--- src/common/pmiu_cfg.svh ---
// Purpose: constants of the power mode and interrupt unit
// Assumes: 200 MHz system clock
// Notes:   register indices follow the serial register map
`ifndef PMIU_CFG_SVH
`define PMIU_CFG_SVH
`define PMIU_ADDR_W            4
`define PMIU_REG_SYSCTL        4'h2
`define PMIU_REG_IFLAG         4'h8
`define PMIU_REG_IMASK         4'h9
`define PMIU_REG_RSTAT         4'hD
// interrupt flag / mask bit positions
`define PMIU_B_WAKE            0
`define PMIU_B_HALL            1
`define PMIU_B_LINE            2
`define PMIU_B_HTEMP           3
`define PMIU_B_LVOLT           4
`define PMIU_B_HVOLT           5
`define PMIU_B_PSF             6
`define PMIU_B_HTRD            7
// system control bits
`define PMIU_C_POWER_STAGE_ON            0
`define PMIU_C_STOP            1
`define PMIU_C_SLEEP           2
// reset status wake bits
`define PMIU_R_LINWK           0
`define PMIU_R_WKWK            1
`define PMIU_IMASK_RST         8'h00
`define PMIU_CLK_MHZ           200
`define PMIU_NORMREQ_MS        80
`define PMIU_WAKE_DOM_NS       150000
`define PMIU_RSTOUT_US         1250
`endif

--- src/common/pmiu_pkg.sv ---
// Purpose: types of the power mode and interrupt unit
// Assumes: nothing
// Notes:   none
`default_nettype none
package pmiu_pkg;
  typedef enum logic [2:0] {
    PMIU_RESET   = 3'b000,
    PMIU_NORMREQ = 3'b001,
    PMIU_NORMAL  = 3'b010,
    PMIU_STOP    = 3'b011,
    PMIU_SLEEP   = 3'b100
  } pmiu_mode_t;
  typedef struct packed {
    logic       wr;
    logic [3:0] addr;
    logic [7:0] data;
  } pmiu_req_t;
  typedef struct packed {
    logic low_voltage;
    logic high_voltage;
    logic high_temp;
    logic power_stage_fail;
  } pmiu_analog_t;
endpackage : pmiu_pkg
`default_nettype wire

--- src/hw/pmiu_edge.sv ---
// Purpose: edge detector on a synchronous level
// Assumes: input already synchronous to the clock
// Notes:   arm low suppresses edges and tracks the level
`default_nettype none
module pmiu_edge (
  input  wire logic mclk_in,
  input  wire logic sys_rst_in,
  input  wire logic arm_in,
  input  wire logic level_in,
  output logic      edge_out
);
  logic prev;
  always_ff @(posedge mclk_in or posedge sys_rst_in)
  begin
    if (sys_rst_in)
      prev <= 1'b0;
    else
      prev <= level_in;
  end
  assign edge_out = arm_in & (prev ^ level_in);
endmodule : pmiu_edge
`default_nettype wire

--- src/hw/pmiu_timer.sv ---
// Purpose: run counter with terminal flag
// Assumes: clear restarts the count
// Notes:   done stays high while run is held after terminal count
`default_nettype none
module pmiu_timer #(
  parameter int unsigned LIMIT = 16
) (
  input  wire logic mclk_in,
  input  wire logic sys_rst_in,
  input  wire logic run_in,
  output logic      done_out
);
  logic [31:0] cnt;
  always_ff @(posedge mclk_in or posedge sys_rst_in)
  begin
    if (sys_rst_in)
      cnt <= 32'h0;
    else if (!run_in)
      cnt <= 32'h0;
    else if (cnt < LIMIT)
      cnt <= cnt + 32'h1;
  end
  assign done_out = run_in && (cnt >= LIMIT);
endmodule : pmiu_timer
`default_nettype wire

--- src/hw/pmiu_top.sv ---
// Purpose: mode control and interrupt logic of the analog die
// Assumes: register port and pins synchronous to mclk_in
// Notes:   reset of the die is sys_rst_in; sleep wake replays it for SYSCTL, IMASK and the flags, not the wake flags
`default_nettype none
`include "pmiu_cfg.svh"
module pmiu_top #(
  parameter int unsigned NORMREQ_CYC = `PMIU_NORMREQ_MS * 1000 * 1000 / 5,
  parameter int unsigned RSTOUT_CYC  = `PMIU_RSTOUT_US * `PMIU_CLK_MHZ
) (
  input  wire logic                  mclk_in,
  input  wire logic                  sys_rst_in,
  input  wire pmiu_pkg::pmiu_req_t   req_in,
  input  wire logic                  req_valid_in,
  output logic [7:0]                 rdata_out,
  input  wire pmiu_pkg::pmiu_analog_t analog_in,
  input  wire logic                  bus_dominant_in,
  input  wire logic                  wake_input_in,
  input  wire logic                  hall_input_in,
  input  wire logic                  hall_gp_or_2pin_in,
  input  wire logic                  watchdog_enable_in,
  output logic                       irq_pulse_out,
  output logic                       rst_n_out,
  output logic                       vdd_on_out,
  output logic                       stages_enable_out,
  output logic                       bus_enable_out,
  output logic                       bus_recessive_out,
  output logic                       watchdog_run_out,
  output logic                       high_temp_reset_disable_out,
  output pmiu_pkg::pmiu_mode_t       mode_out
);
  import pmiu_pkg::*;

  localparam int unsigned WAKE_DOM_CYC =
    (`PMIU_WAKE_DOM_NS * `PMIU_CLK_MHZ + 999) / 1000;

  pmiu_mode_t mode;
  pmiu_mode_t next_mode;
  logic [7:0] interrupt_flags;
  logic [7:0] next_flags;
  logic [7:0] imask;
  logic [2:0] sysctl;
  logic [1:0] rstat;
  logic [7:0] prev_pend;
  logic       wake_soft_rst;
  logic       run;
  logic       low_pw;
  logic       wr_flag;
  logic       wr_mask;
  logic       wr_ctl;
  logic       wr_rst;
  logic       wake_edge;
  logic       hall_edge;
  logic       dom_long;
  logic       dom_seen;
  logic       bus_rise;
  logic       bus_prev;
  logic       normreq_to;
  logic       rst_done;
  logic       blk_rst;

  // a sleep wake resets control, mask and flag registers like power-on
  assign blk_rst = sys_rst_in | wake_soft_rst;
  assign run     = (mode == PMIU_NORMAL);
  assign low_pw  = (mode == PMIU_STOP) || (mode == PMIU_SLEEP);
  assign wr_flag = req_valid_in && req_in.wr && (req_in.addr == `PMIU_REG_IFLAG);
  assign wr_mask = req_valid_in && req_in.wr && (req_in.addr == `PMIU_REG_IMASK);
  assign wr_ctl  = req_valid_in && req_in.wr && (req_in.addr == `PMIU_REG_SYSCTL);
  assign wr_rst  = req_valid_in && req_in.wr && (req_in.addr == `PMIU_REG_RSTAT);

  pmiu_edge u_wake_edge (
    .mclk_in    (mclk_in),
    .sys_rst_in (sys_rst_in),
    .arm_in     (mode != PMIU_RESET),
    .level_in   (wake_input_in),
    .edge_out   (wake_edge)
  );

  pmiu_edge u_hall_edge (
    .mclk_in    (mclk_in),
    .sys_rst_in (sys_rst_in),
    .arm_in     (run && hall_gp_or_2pin_in),
    .level_in   (hall_input_in),
    .edge_out   (hall_edge)
  );

  pmiu_timer #(.LIMIT(WAKE_DOM_CYC)) u_dom_timer (
    .mclk_in    (mclk_in),
    .sys_rst_in (sys_rst_in),
    .run_in     (bus_dominant_in && low_pw),
    .done_out   (dom_long)
  );

  pmiu_timer #(.LIMIT(NORMREQ_CYC)) u_normreq_timer (
    .mclk_in    (mclk_in),
    .sys_rst_in (sys_rst_in),
    .run_in     (mode == PMIU_NORMREQ),
    .done_out   (normreq_to)
  );

  pmiu_timer #(.LIMIT(RSTOUT_CYC)) u_rst_timer (
    .mclk_in    (mclk_in),
    .sys_rst_in (sys_rst_in),
    .run_in     (mode == PMIU_RESET),
    .done_out   (rst_done)
  );

  // bus wake qualifies a recessive edge after long dominance
  always_ff @(posedge mclk_in or posedge sys_rst_in)
  begin
    if (sys_rst_in)
    begin
      bus_prev <= 1'b0;
      dom_seen <= 1'b0;
    end
    else
    begin
      bus_prev <= bus_dominant_in;
      if (!low_pw || bus_rise)
        dom_seen <= 1'b0;
      else if (dom_long)
        dom_seen <= 1'b1;
    end
  end
  assign bus_rise = bus_prev && !bus_dominant_in && dom_seen;

  always_comb
  begin
    next_mode     = mode;
    wake_soft_rst = 1'b0;
    case (mode)
      PMIU_RESET:
        if (rst_done)
          next_mode = PMIU_NORMREQ;
      PMIU_NORMREQ:
        if (sysctl[`PMIU_C_POWER_STAGE_ON])
          next_mode = PMIU_NORMAL;
        else if (normreq_to)
          next_mode = PMIU_SLEEP;
      PMIU_NORMAL:
        if (sysctl[`PMIU_C_SLEEP])
          next_mode = PMIU_SLEEP;
        else if (sysctl[`PMIU_C_STOP])
          next_mode = PMIU_STOP;
      PMIU_STOP:
        if (sysctl[`PMIU_C_POWER_STAGE_ON] && !sysctl[`PMIU_C_STOP])
          next_mode = PMIU_NORMAL;
      PMIU_SLEEP:
        if (bus_rise || wake_edge)
        begin
          next_mode     = PMIU_RESET;
          wake_soft_rst = 1'b1;
        end
      default:
        next_mode = PMIU_RESET;
    endcase
  end

  always_ff @(posedge mclk_in or posedge sys_rst_in)
  begin
    if (sys_rst_in)
      mode <= PMIU_RESET;
    else
      mode <= next_mode;
  end

  // system control; stop bit drops on a stop wake so the controller resumes
  always_ff @(posedge mclk_in or posedge blk_rst)
  begin
    if (blk_rst)
      sysctl <= 3'b000;
    else if (wr_ctl)
      sysctl <= req_in.data[2:0];
    else if (mode == PMIU_STOP && ((bus_rise && imask[`PMIU_B_LINE])
             || (wake_edge && imask[`PMIU_B_WAKE])))
      sysctl[`PMIU_C_STOP] <= 1'b0;
  end

  always_ff @(posedge mclk_in or posedge blk_rst)
  begin
    if (blk_rst)
      imask <= `PMIU_IMASK_RST;
    else if (wr_mask)
      imask <= req_in.data;
  end

  // wake flags survive the sleep-wake reset; power-on or writing a one to the bit clears them
  always_ff @(posedge mclk_in or posedge sys_rst_in)
  begin
    if (sys_rst_in)
      rstat <= 2'b00;
    else
    begin
      if (mode == PMIU_SLEEP && bus_rise)
        rstat[`PMIU_R_LINWK] <= 1'b1;
      else if (wr_rst && req_in.data[`PMIU_R_LINWK])
        rstat[`PMIU_R_LINWK] <= 1'b0;
      if (mode == PMIU_SLEEP && wake_edge)
        rstat[`PMIU_R_WKWK] <= 1'b1;
      else if (wr_rst && req_in.data[`PMIU_R_WKWK])
        rstat[`PMIU_R_WKWK] <= 1'b0;
    end
  end

  always_comb
  begin
    next_flags = interrupt_flags;
    if (wr_flag)
      next_flags = interrupt_flags & ~req_in.data;
    next_flags[`PMIU_B_HTRD] = 1'b0;
    if (run && wake_edge)
      next_flags[`PMIU_B_WAKE] = 1'b1;
    if (mode == PMIU_STOP && wake_edge && imask[`PMIU_B_WAKE])
      next_flags[`PMIU_B_WAKE] = 1'b1;
    if (hall_edge)
      next_flags[`PMIU_B_HALL] = 1'b1;
    if (mode == PMIU_STOP && bus_rise && imask[`PMIU_B_LINE])
      next_flags[`PMIU_B_LINE] = 1'b1;
    if (!low_pw && analog_in.high_temp)
      next_flags[`PMIU_B_HTEMP] = 1'b1;
    if (!low_pw && analog_in.low_voltage)
      next_flags[`PMIU_B_LVOLT] = 1'b1;
    if (!low_pw && analog_in.high_voltage)
      next_flags[`PMIU_B_HVOLT] = 1'b1;
    if (!low_pw && analog_in.power_stage_fail)
      next_flags[`PMIU_B_PSF] = 1'b1;
  end

  always_ff @(posedge mclk_in or posedge blk_rst)
  begin
    if (blk_rst)
      interrupt_flags <= 8'h00;
    else
      interrupt_flags <= next_flags;
  end

  // one-cycle pulse when any enabled flag rises
  always_ff @(posedge mclk_in or posedge blk_rst)
  begin
    if (blk_rst)
    begin
      prev_pend     <= 8'h00;
      irq_pulse_out <= 1'b0;
    end
    else
    begin
      prev_pend     <= interrupt_flags & imask & 8'h7F;
      irq_pulse_out <= |((interrupt_flags & imask & 8'h7F) & ~prev_pend);
    end
  end

  always_ff @(posedge mclk_in or posedge sys_rst_in)
  begin
    if (sys_rst_in)
      rdata_out <= 8'h00;
    else if (req_valid_in && !req_in.wr)
      case (req_in.addr)
        `PMIU_REG_IFLAG:  rdata_out <= interrupt_flags;
        `PMIU_REG_IMASK:  rdata_out <= imask;
        `PMIU_REG_SYSCTL: rdata_out <= {5'h00, sysctl};
        `PMIU_REG_RSTAT:  rdata_out <= {6'h00, rstat};
        default:          rdata_out <= 8'h00;
      endcase
  end

  always_comb
  begin
    rst_n_out         = !(mode == PMIU_RESET || mode == PMIU_SLEEP);
    vdd_on_out        = (mode != PMIU_SLEEP);
    stages_enable_out = run;
    bus_enable_out    = run;
    bus_recessive_out = low_pw;
    watchdog_run_out  = run && watchdog_enable_in;
  end
  assign high_temp_reset_disable_out = imask[`PMIU_B_HTRD];
  assign mode_out = mode;
endmodule : pmiu_top
`default_nettype wire

--- config.mk ---
export PLATFORM = sky130hd
export DESIGN_NAME = pmiu_top
export DESIGN_NICKNAME = d
export VERILOG_FILES = /design/src/common/pmiu_pkg.sv /design/src/hw/pmiu_edge.sv /design/src/hw/pmiu_timer.sv /design/src/hw/pmiu_top.sv
export VERILOG_INCLUDE_DIRS = /design/src /design/src/common
export SDC_FILE = /design/constraint.sdc
export NUM_CORES = 1
export LEC_CHECK = 0
export BUFFER_PORTS_ARGS = -buffer_cell sky130_fd_sc_hd__buf_2
export CORE_ASPECT_RATIO = 1.4
export CORE_MARGIN = 5
export CORE_UTILIZATION = 55
export CTS_BUF_LIST = sky130_fd_sc_hd__clkbuf_16
export DETAILED_ROUTE_END_ITERATION = 12
export GPL_TIMING_DRIVEN = 0
export PLACE_DENSITY = 0.74
export SLEW_MARGIN = 20
export SYNTH_ARGS = -nofsm -noshare
export SYNTH_HDL_FRONTEND = slang
export SYNTH_HIERARCHICAL = 1
export SYNTH_SLANG_ARGS = --single-unit
export TNS_END_PERCENT = 10
--- constraint.sdc ---
create_clock -name mclk_in -period 4.33 [get_ports mclk_in]
set_input_delay 0.2165 -clock mclk_in [delete_from_list [all_inputs] [get_ports mclk_in]]
set_output_delay 0.2165 -clock mclk_in [all_outputs]
set_load 0.02 [all_outputs]
==> results of run 1 <==
worst paths after layout:
check,start,end,slack (ps),cells past startpoint
min in group asynchronous,sys_rst_in,u_wake_edge/prev,290,3
max in group asynchronous,mode_out[1],prev_pend[2],2260,9
hold reg to reg,rdata_out[0],rdata_out[0],480,2
setup / recovery,mode_out[1],dom_seen,1650,10
setup reg to reg,mode_out[1],dom_seen,1650,10
hold / removal,analog_in[3],interrupt_flags[4],30,2
state kept, by name, summed over array words and instances, names as in the netlist, 2 cells and up:
register	cells
rdata_out	8
interrupt_flags	7
rstat	2
sysctl	3
mode_out	3
prev_pend	7
u_normreq_timer/cnt	32
u_dom_timer/cnt	32
imask	8
u_rst_timer/cnt	32
cell type report:
cell class | count | area, sq um | area share [%]
Buffer | 22 | 123 | 1.56
Clock buffer | 17 | 425 | 5.42
Clock inverter | 14 | 155 | 1.98
Inverter | 29 | 109 | 1.39
Multi-Input combinational cell | 457 | 3100 | 39.5
Sequential cell | 139 | 3480 | 44.3
Tap cell | 150 | 188 | 2.39
Timing Repair Buffer | 46 | 273 | 3.48
placed cells by master, fill, tap and decap left out, drive strengths merged, types with 10 or more instances in the layout:
master	n
and2	60
a21boi	13
xor2	10
nand3	29
o21ai	21
nand2b	30
a21oi	15
or3	11
mux2i	29
nor2	21
buf	50
nand2	77
nor4	19
nand3b	10
clkbuf	31
dfrtp	139
inv	31
mux2	10
cell families after synthesis:
family | after synthesis | synth area share, %
AOI/OAI and AO/OA | 92 | 9.96
buffers and inverters | 51 | 3.41
adders and majority gates | 6 | 1.10
and+or+nand+nor | 304 | 26.3
DFF | 139 | 51.2
muxes | 39 | 6.04
xor gates and xnor gates | 16 | 2.06
metal layers:
layer  vias up  part of all wire, %  track usage, %
met4         0                 0.85            6.55
met2        88                   53            36.8
met1      2472                   42            24.1
met5         -                    0               0
li1       2391                    -               -
met3        10                  3.7            4.60
where the power goes:
part	switching [mW]	internal (mW)
combinational	0.186	0.121
sequential	0.0547	1.36
clock	0.544	0.893
total	0.785	2.38
critical path: cells and delay by family, from the launching register on:
family	cells	cell delay, ps
compound gates	2	810
flops	1	330
buf+inv	3	710
simple gates	5	680
through the flow:
stage	instances	power [mW]	instance area, sq um
3_5_place_dp	839	1.75	7230
2_1_floorplan	647	1.64	6800
6_report	874	3.16	7850
3_3_place_gp	838	1.72	7190
4_1_cts	874	3.19	7850
5_1_grt	874	3.29	7850
what timing repair did:
action,in CTS,in global routing
hold buffers,4,0
resized for setup,0,0
setup buffers,0,0
endpoints found under the hold margin,11,0
==> results.json, run 1 <==
{
  "dieWidth_microns": 104,
  "drv_slew": 0,
  "clock_latency_ps": 410,
  "ant_nets": 0,
  "dp_hpwl_mm": 10.0,
  "grt_pass1_wl_mm": 24.7,
  "synth_area_sq_mm": 0.00680,
  "globalplace.congestion": 0.899,
  "design.core.area_sq_mm": 0.0123,
  "critPathKind": "flip-flop to flip-flop",
  "vias_per_cell": 5.68,
  "num_antenna_cells": 0,
  "place_ws_ps": 1710,
  "ys_top_cells_by_count": "139 x dfrtp_1, 77 x nand2_1, 59 x and2_1",
  "yosysUniqueCellTypes": 63,
  "die_area_sq_mm": 0.0147,
  "timing.hold.ws_ps": 34.1,
  "htree_levels": 4,
  "crit_chain": "buf_2, nor2_1, and2_1, a21oi_1, nor2b_1, clkbuf_1, clkbuf_1, and2_1, o21ai_0, nor2_1",
  "cap_violations": 0,
  "rows": 48,
  "pin_count": 44,
  "fin_ws_ps": 1650,
  "setup_tns_ps": 0,
  "syn_inst": 647,
  "worst_ep_arrival_time_ps": 2940,
  "rsz0062_at_grt": "no",
  "start_util_pct": 55.5,
  "crit_path_end_kind": "flip-flop",
  "status": "completed",
  "p_leak_nw": 3.76,
  "synthToLayoutAreaGrowth_pct": 15.5,
  "cts_inserted_buffers": 17,
  "slew-limit-headroom_pct": 44.6,
  "port_buffers": 41,
  "clockBufferDepth": 2,
  "slowest_delay_ps": 670,
  "synth_area_leader_cell": "dfrtp_1",
  "drtIter0Drc": 147,
  "clkSinkCount": 139,
  "crit_required_ps": 4590,
  "die_h_microns": 142,
  "synth_ff_type": "dfrtp_1",
  "setup_violations": 0,
  "nFillCells": 1005,
  "synth.area.top_cells": "dfrtp_1 51%, and2_1 5.4%, mux2i_1 4.3%",
  "synth_top_area_share_pct": 51.2,
  "dr_total_vias": 4961,
  "worst_pin_slew_ps": 832,
  "ys_seq_elements": 139,
  "synth_edf_count": 0,
  "antenna_found_initial": 0,
  "cts_tree": "done",
  "cts_root_buf": "clkbuf_16",
  "crit_fanout": 10,
  "grt_max_degree": 33,
  "start_kind": "flip-flop",
  "synthesis.nets": 678,
  "syn_avg_cell_area_sq_um": 10.5,
  "drtPass1Iterations": 4,
  "synthMostInstantiatedCell": "dfrtp_1",
  "hp-class": "input port to flip-flop",
  "final_hold_viol_count": 0,
  "final_core_util_pct": 64.1,
  "min_period_ps": 2680,
  "synth-seq-area-share_pct": 51.2,
  "routedWlPerCell_microns": 16.2,
  "synth_warnings": 6,
  "grt_pass1_vias": 5190,
  "ir_worst_vdd_v": 0.000276,
  "route.detailed.drc": 0,
  "grt-ovfl-total": 0,
  "period_share_pct": 61.8,
  "max_freq_mhz": 373,
  "nets": 743,
  "cts.clk_slew.worst_paths_ps": 60,
  "skew_ps": 6.90,
  "power_density_mw_per_mm2": 403,
  "async_flop_share_pct": 100,
  "routed_wl_mm": 14.2,
  "grt_usage_pct": 20.4,
  "layout-drive-gt1-share_pct": 15.3,
  "critPathSlowestCell": "a21oi_1"
}
No activity file was read; power rests on OpenSTA's default activity.
==> run 2: changes to the inputs <==
--- a/config.mk
+++ b/config.mk
@@ -6,6 +6,7 @@
 export SDC_FILE = /design/constraint.sdc
 export NUM_CORES = 1
 export LEC_CHECK = 0
+export ABC_AREA = 1
 export BUFFER_PORTS_ARGS = -buffer_cell sky130_fd_sc_hd__buf_2
 export CORE_ASPECT_RATIO = 1.4
 export CORE_MARGIN = 5
@@ -13,7 +14,7 @@
 export CTS_BUF_LIST = sky130_fd_sc_hd__clkbuf_16
 export DETAILED_ROUTE_END_ITERATION = 12
 export GPL_TIMING_DRIVEN = 0
-export PLACE_DENSITY = 0.74
+export PLACE_DENSITY = 0.77
 export SLEW_MARGIN = 20
 export SYNTH_ARGS = -nofsm -noshare
 export SYNTH_HDL_FRONTEND = slang
==> constraint.sdc (replaced) <==
create_clock -name mclk_in -period 2.4 [get_ports mclk_in]
set_input_delay 0.12 -clock mclk_in [delete_from_list [all_inputs] [get_ports mclk_in]]
set_output_delay 0.12 -clock mclk_in [all_outputs]
set_load 0.02 [all_outputs]
==> run 2 against run 1 <==
Clock-buffer cell count unchanged. Area after synthesis increased by 12%. Cell count increased by 48%. Critical path type unchanged. Largest power group unchanged.
==> results.json, run 2 <==
{
  "vias_per_cell": 5.13,
  "dr_total_vias": 6626,
  "cap_violations": 0,
  "port_buffers": 43,
  "drv_slew": 0,
  "synth-seq-area-share_pct": 45.9,
  "syn_avg_cell_area_sq_um": 7.46,
  "async_flop_share_pct": 100,
  "synthToLayoutAreaGrowth_pct": 17.0,
  "ys_top_cells_by_count": "339 x nand2_1, 147 x nor2_1, 139 x dfrtp_1",
  "slew-limit-headroom_pct": 54.4,
  "top_regs": "u_dom_timer/cnt (32), u_normreq_timer/cnt (32), u_rst_timer/cnt (32)",
  "grt-ovfl-total": 0,
  "clkSinkCount": 139,
  "top_layer_used": "met4",
  "critPathSlowestCell": "dfrtp_1",
  "drtPass1Iterations": 5,
  "start_kind": "flip-flop",
  "dr_wl_met3_microns": 695,
  "power.share.combinational_pct": 20.7,
  "clockBufferDepth": 2,
  "routed_wl_mm": 17.1,
  "p_leak_nw": 4.69,
  "cts.clk_slew.worst_paths_ps": 60,
  "skew_ps": 10.5,
  "fin_area_sq_mm": 0.00887,
  "cts_inserted_buffers": 17,
  "yosysUniqueCellTypes": 42,
  "layout-drive-gt1-share_pct": 13.9,
  "design.core.area_sq_mm": 0.0135,
  "wl_met2_mm": 8.80,
  "synthesis.nets": 1047,
  "p_total_mw": 6.86,
  "setup_violations": 0,
  "cpMostUsedCell": "nand2_1",
  "min_period_ps": 2150,
  "crit_fanout": 10,
  "synth.area.top_cells": "dfrtp_1 46%, nand2_1 17%, nor2_1 7.3%",
  "pin_count": 44,
  "mostFrequentLayoutCells": "339 x nand2_1, 147 x nor2_1, 139 x dfrtp_1",
  "crit_chain": "inv_1, nand3_1, inv_1, buf_2, inv_4, nor2_8, buf_6, or2_2, nor2_1, nor2_1, nand2_1, nand2_1, nand2_1",
  "worst_ep_arrival_time_ps": 2460,
  "synth_area_sq_mm": 0.00758,
  "synth_edf_count": 0,
  "final_core_util_pct": 65.9,
  "clock_latency_ps": 420,
  "wl_met1_mm": 7.18,
  "routedWlPerCell_microns": 13.3,
  "synth_top_area_share_pct": 45.9,
  "die_h_microns": 149,
  "placed_area_sq_mm": 0.00807,
  "worst_pin_slew_ps": 684,
  "place_inst": 1242,
  "die_area_sq_mm": 0.0163,
  "ys_seq_elements": 139,
  "cts_tree": "done",
  "nets": 1128,
  "num_antenna_cells": 0,
  "p_seq_share_pct": 38.9,
  "p_sw_share_pct": 32.2,
  "fin_ws_ps": 245,
  "period_share_pct": 89.8,
  "dp_hpwl_mm": 11.8,
  "slowest_delay_ps": 490,
  "p_switching_mw": 2.21,
  "final_hold_viol_count": 0,
  "crit_required_ps": 2710,
  "antenna_found_initial": 0,
  "synth_warnings": 6,
  "syn_inst": 1016,
  "ir_worst_vdd_v": 0.000602,
  "internal_power_mw": 4.65,
  "cts_root_buf": "clkbuf_16",
  "htree_levels": 4,
  "grt_pass1_wl_mm": 30.0,
  "place_ws_ps": -66.2,
  "dieWidth_microns": 109,
  "status": "completed",
  "crit_path_end_kind": "flip-flop",
  "critPathKind": "flip-flop to flip-flop",
  "rows": 50,
  "grt_max_degree": 33,
  "synth_ff_type": "dfrtp_1",
  "grt_usage_pct": 23.0,
  "ant_nets": 0,
  "globalplace.congestion": 0.928,
  "final_common_cell": "nand2_1",
  "max_freq_mhz": 464,
  "hp-class": "input port to flip-flop",
  "clkPwrFrac_pct": 40.5,
  "post_cts_buffers": 0,
  "route.detailed.drc": 0,
  "grt_pass1_vias": 6481,
  "rsz0062_at_grt": "no",
  "synthMostInstantiatedCell": "nand2_1",
  "synth_area_leader_cell": "dfrtp_1",
  "drtIter0Drc": 396,
  "final_cell_count_no_fill": 1292,
  "power_density_mw_per_mm2": 773,
  "start_util_pct": 56.4
}
-- run 2: changes by cell type after synthesis, moves of 22 or more --
cell / delta
inv_1: +90
nand2_1: +262
nor2_1: +126
and2_1: -59
nand2_2: +22
mux2i_1: -29
nand3_1: +56
nand2b_1: -30
-- run 2: power groups by stage --
stage	Clock (mW)	Sequential, mW	Combinational [mW]
2_1_floorplan	0	2.71	0.910
3_3_place_gp	0	2.69	1.34
3_5_place_dp	0	2.70	1.37
4_1_cts	2.82	2.66	1.41
5_1_grt	2.94	2.69	1.59
6_report	2.78	2.66	1.42
-- run 2: worst max-delay path, delay by kind of cell, from the launching register on --
kind,cells,cell delay (ps)
flip-flops,1,490
AND/OR/NAND/NOR,8,800
buffers and inverters,5,750
-- run 2: path summary, 6_finish.rpt --
| check | startpoint | endpoint | slack, ps | depth (start not counted) |
|---|---|---|---|---|
| setup reg to reg | mode_out[2] | mode_out[0] | 250 | 13 |
| max in group asynchronous | mode_out[0] | imask[0] | 590 | 10 |
| hold / removal | req_in[2] | imask[2] | 5 | 3 |
| setup / recovery | mode_out[2] | mode_out[0] | 250 | 13 |
| hold reg to reg | mode_out[1] | imask[3] | 460 | 2 |
| min in group asynchronous | sys_rst_in | u_wake_edge/prev | 190 | 3 |
-- run 2: final cells by class --
class,count,area (sq um)
Clock buffer,17,425
Fill cell,1133,4580
Inverter,126,480
Sequential cell,139,3480
Timing Repair Buffer,62,423
Buffer,21,163
Multi-Input combinational cell,730,3480
Tap cell,182,228
Clock inverter,15,195
-- run 2: cells by family (layout without fill, tap and decap cells) --
kind of cell / Yosys count / count (layout) / synth area share, %
simple gates: 653 / 653 / 37.7
buf+inv: 147 / 241 / 8.45
flops: 139 / 139 / 45.9
compound gates: 41 / 41 / 3.47
xor+xnor: 30 / 30 / 3.47
fa+ha+maj: 6 / 6 / 0.990
-- run 2: per-layer routing --
| layer | vias to the layer above | track usage, % |
|---|---|---|
| met3 | 42 | 3.77 |
| li1 | 3315 | - |
| met2 | 170 | 39.3 |
| met1 | 3099 | 28.7 |
| met5 | - | 0 |
| met4 | 0 | 9.54 |
-- run 2: metrics by stage --
step | TNS (ps) | hold slack, ps
after CTS | 0 | 2.84
after detailed placement | -80.2 | 58.8
final | 0 | 5.37
after floorplan | 0 | -151
after global routing | 0 | 19.7
after global placement | -7650 | 29.1
-- run 2: timing repair --
| action | 4_1_cts | 5_1_grt |
|---|---|---|
| hold buffers | 18 | 0 |
| endpoints found under the hold margin | 133 | 0 |
| cloned | 0 | 0 |
| gates resized for setup | 1 | 1 |
| setup endpoints to repair | 2 | 2 |
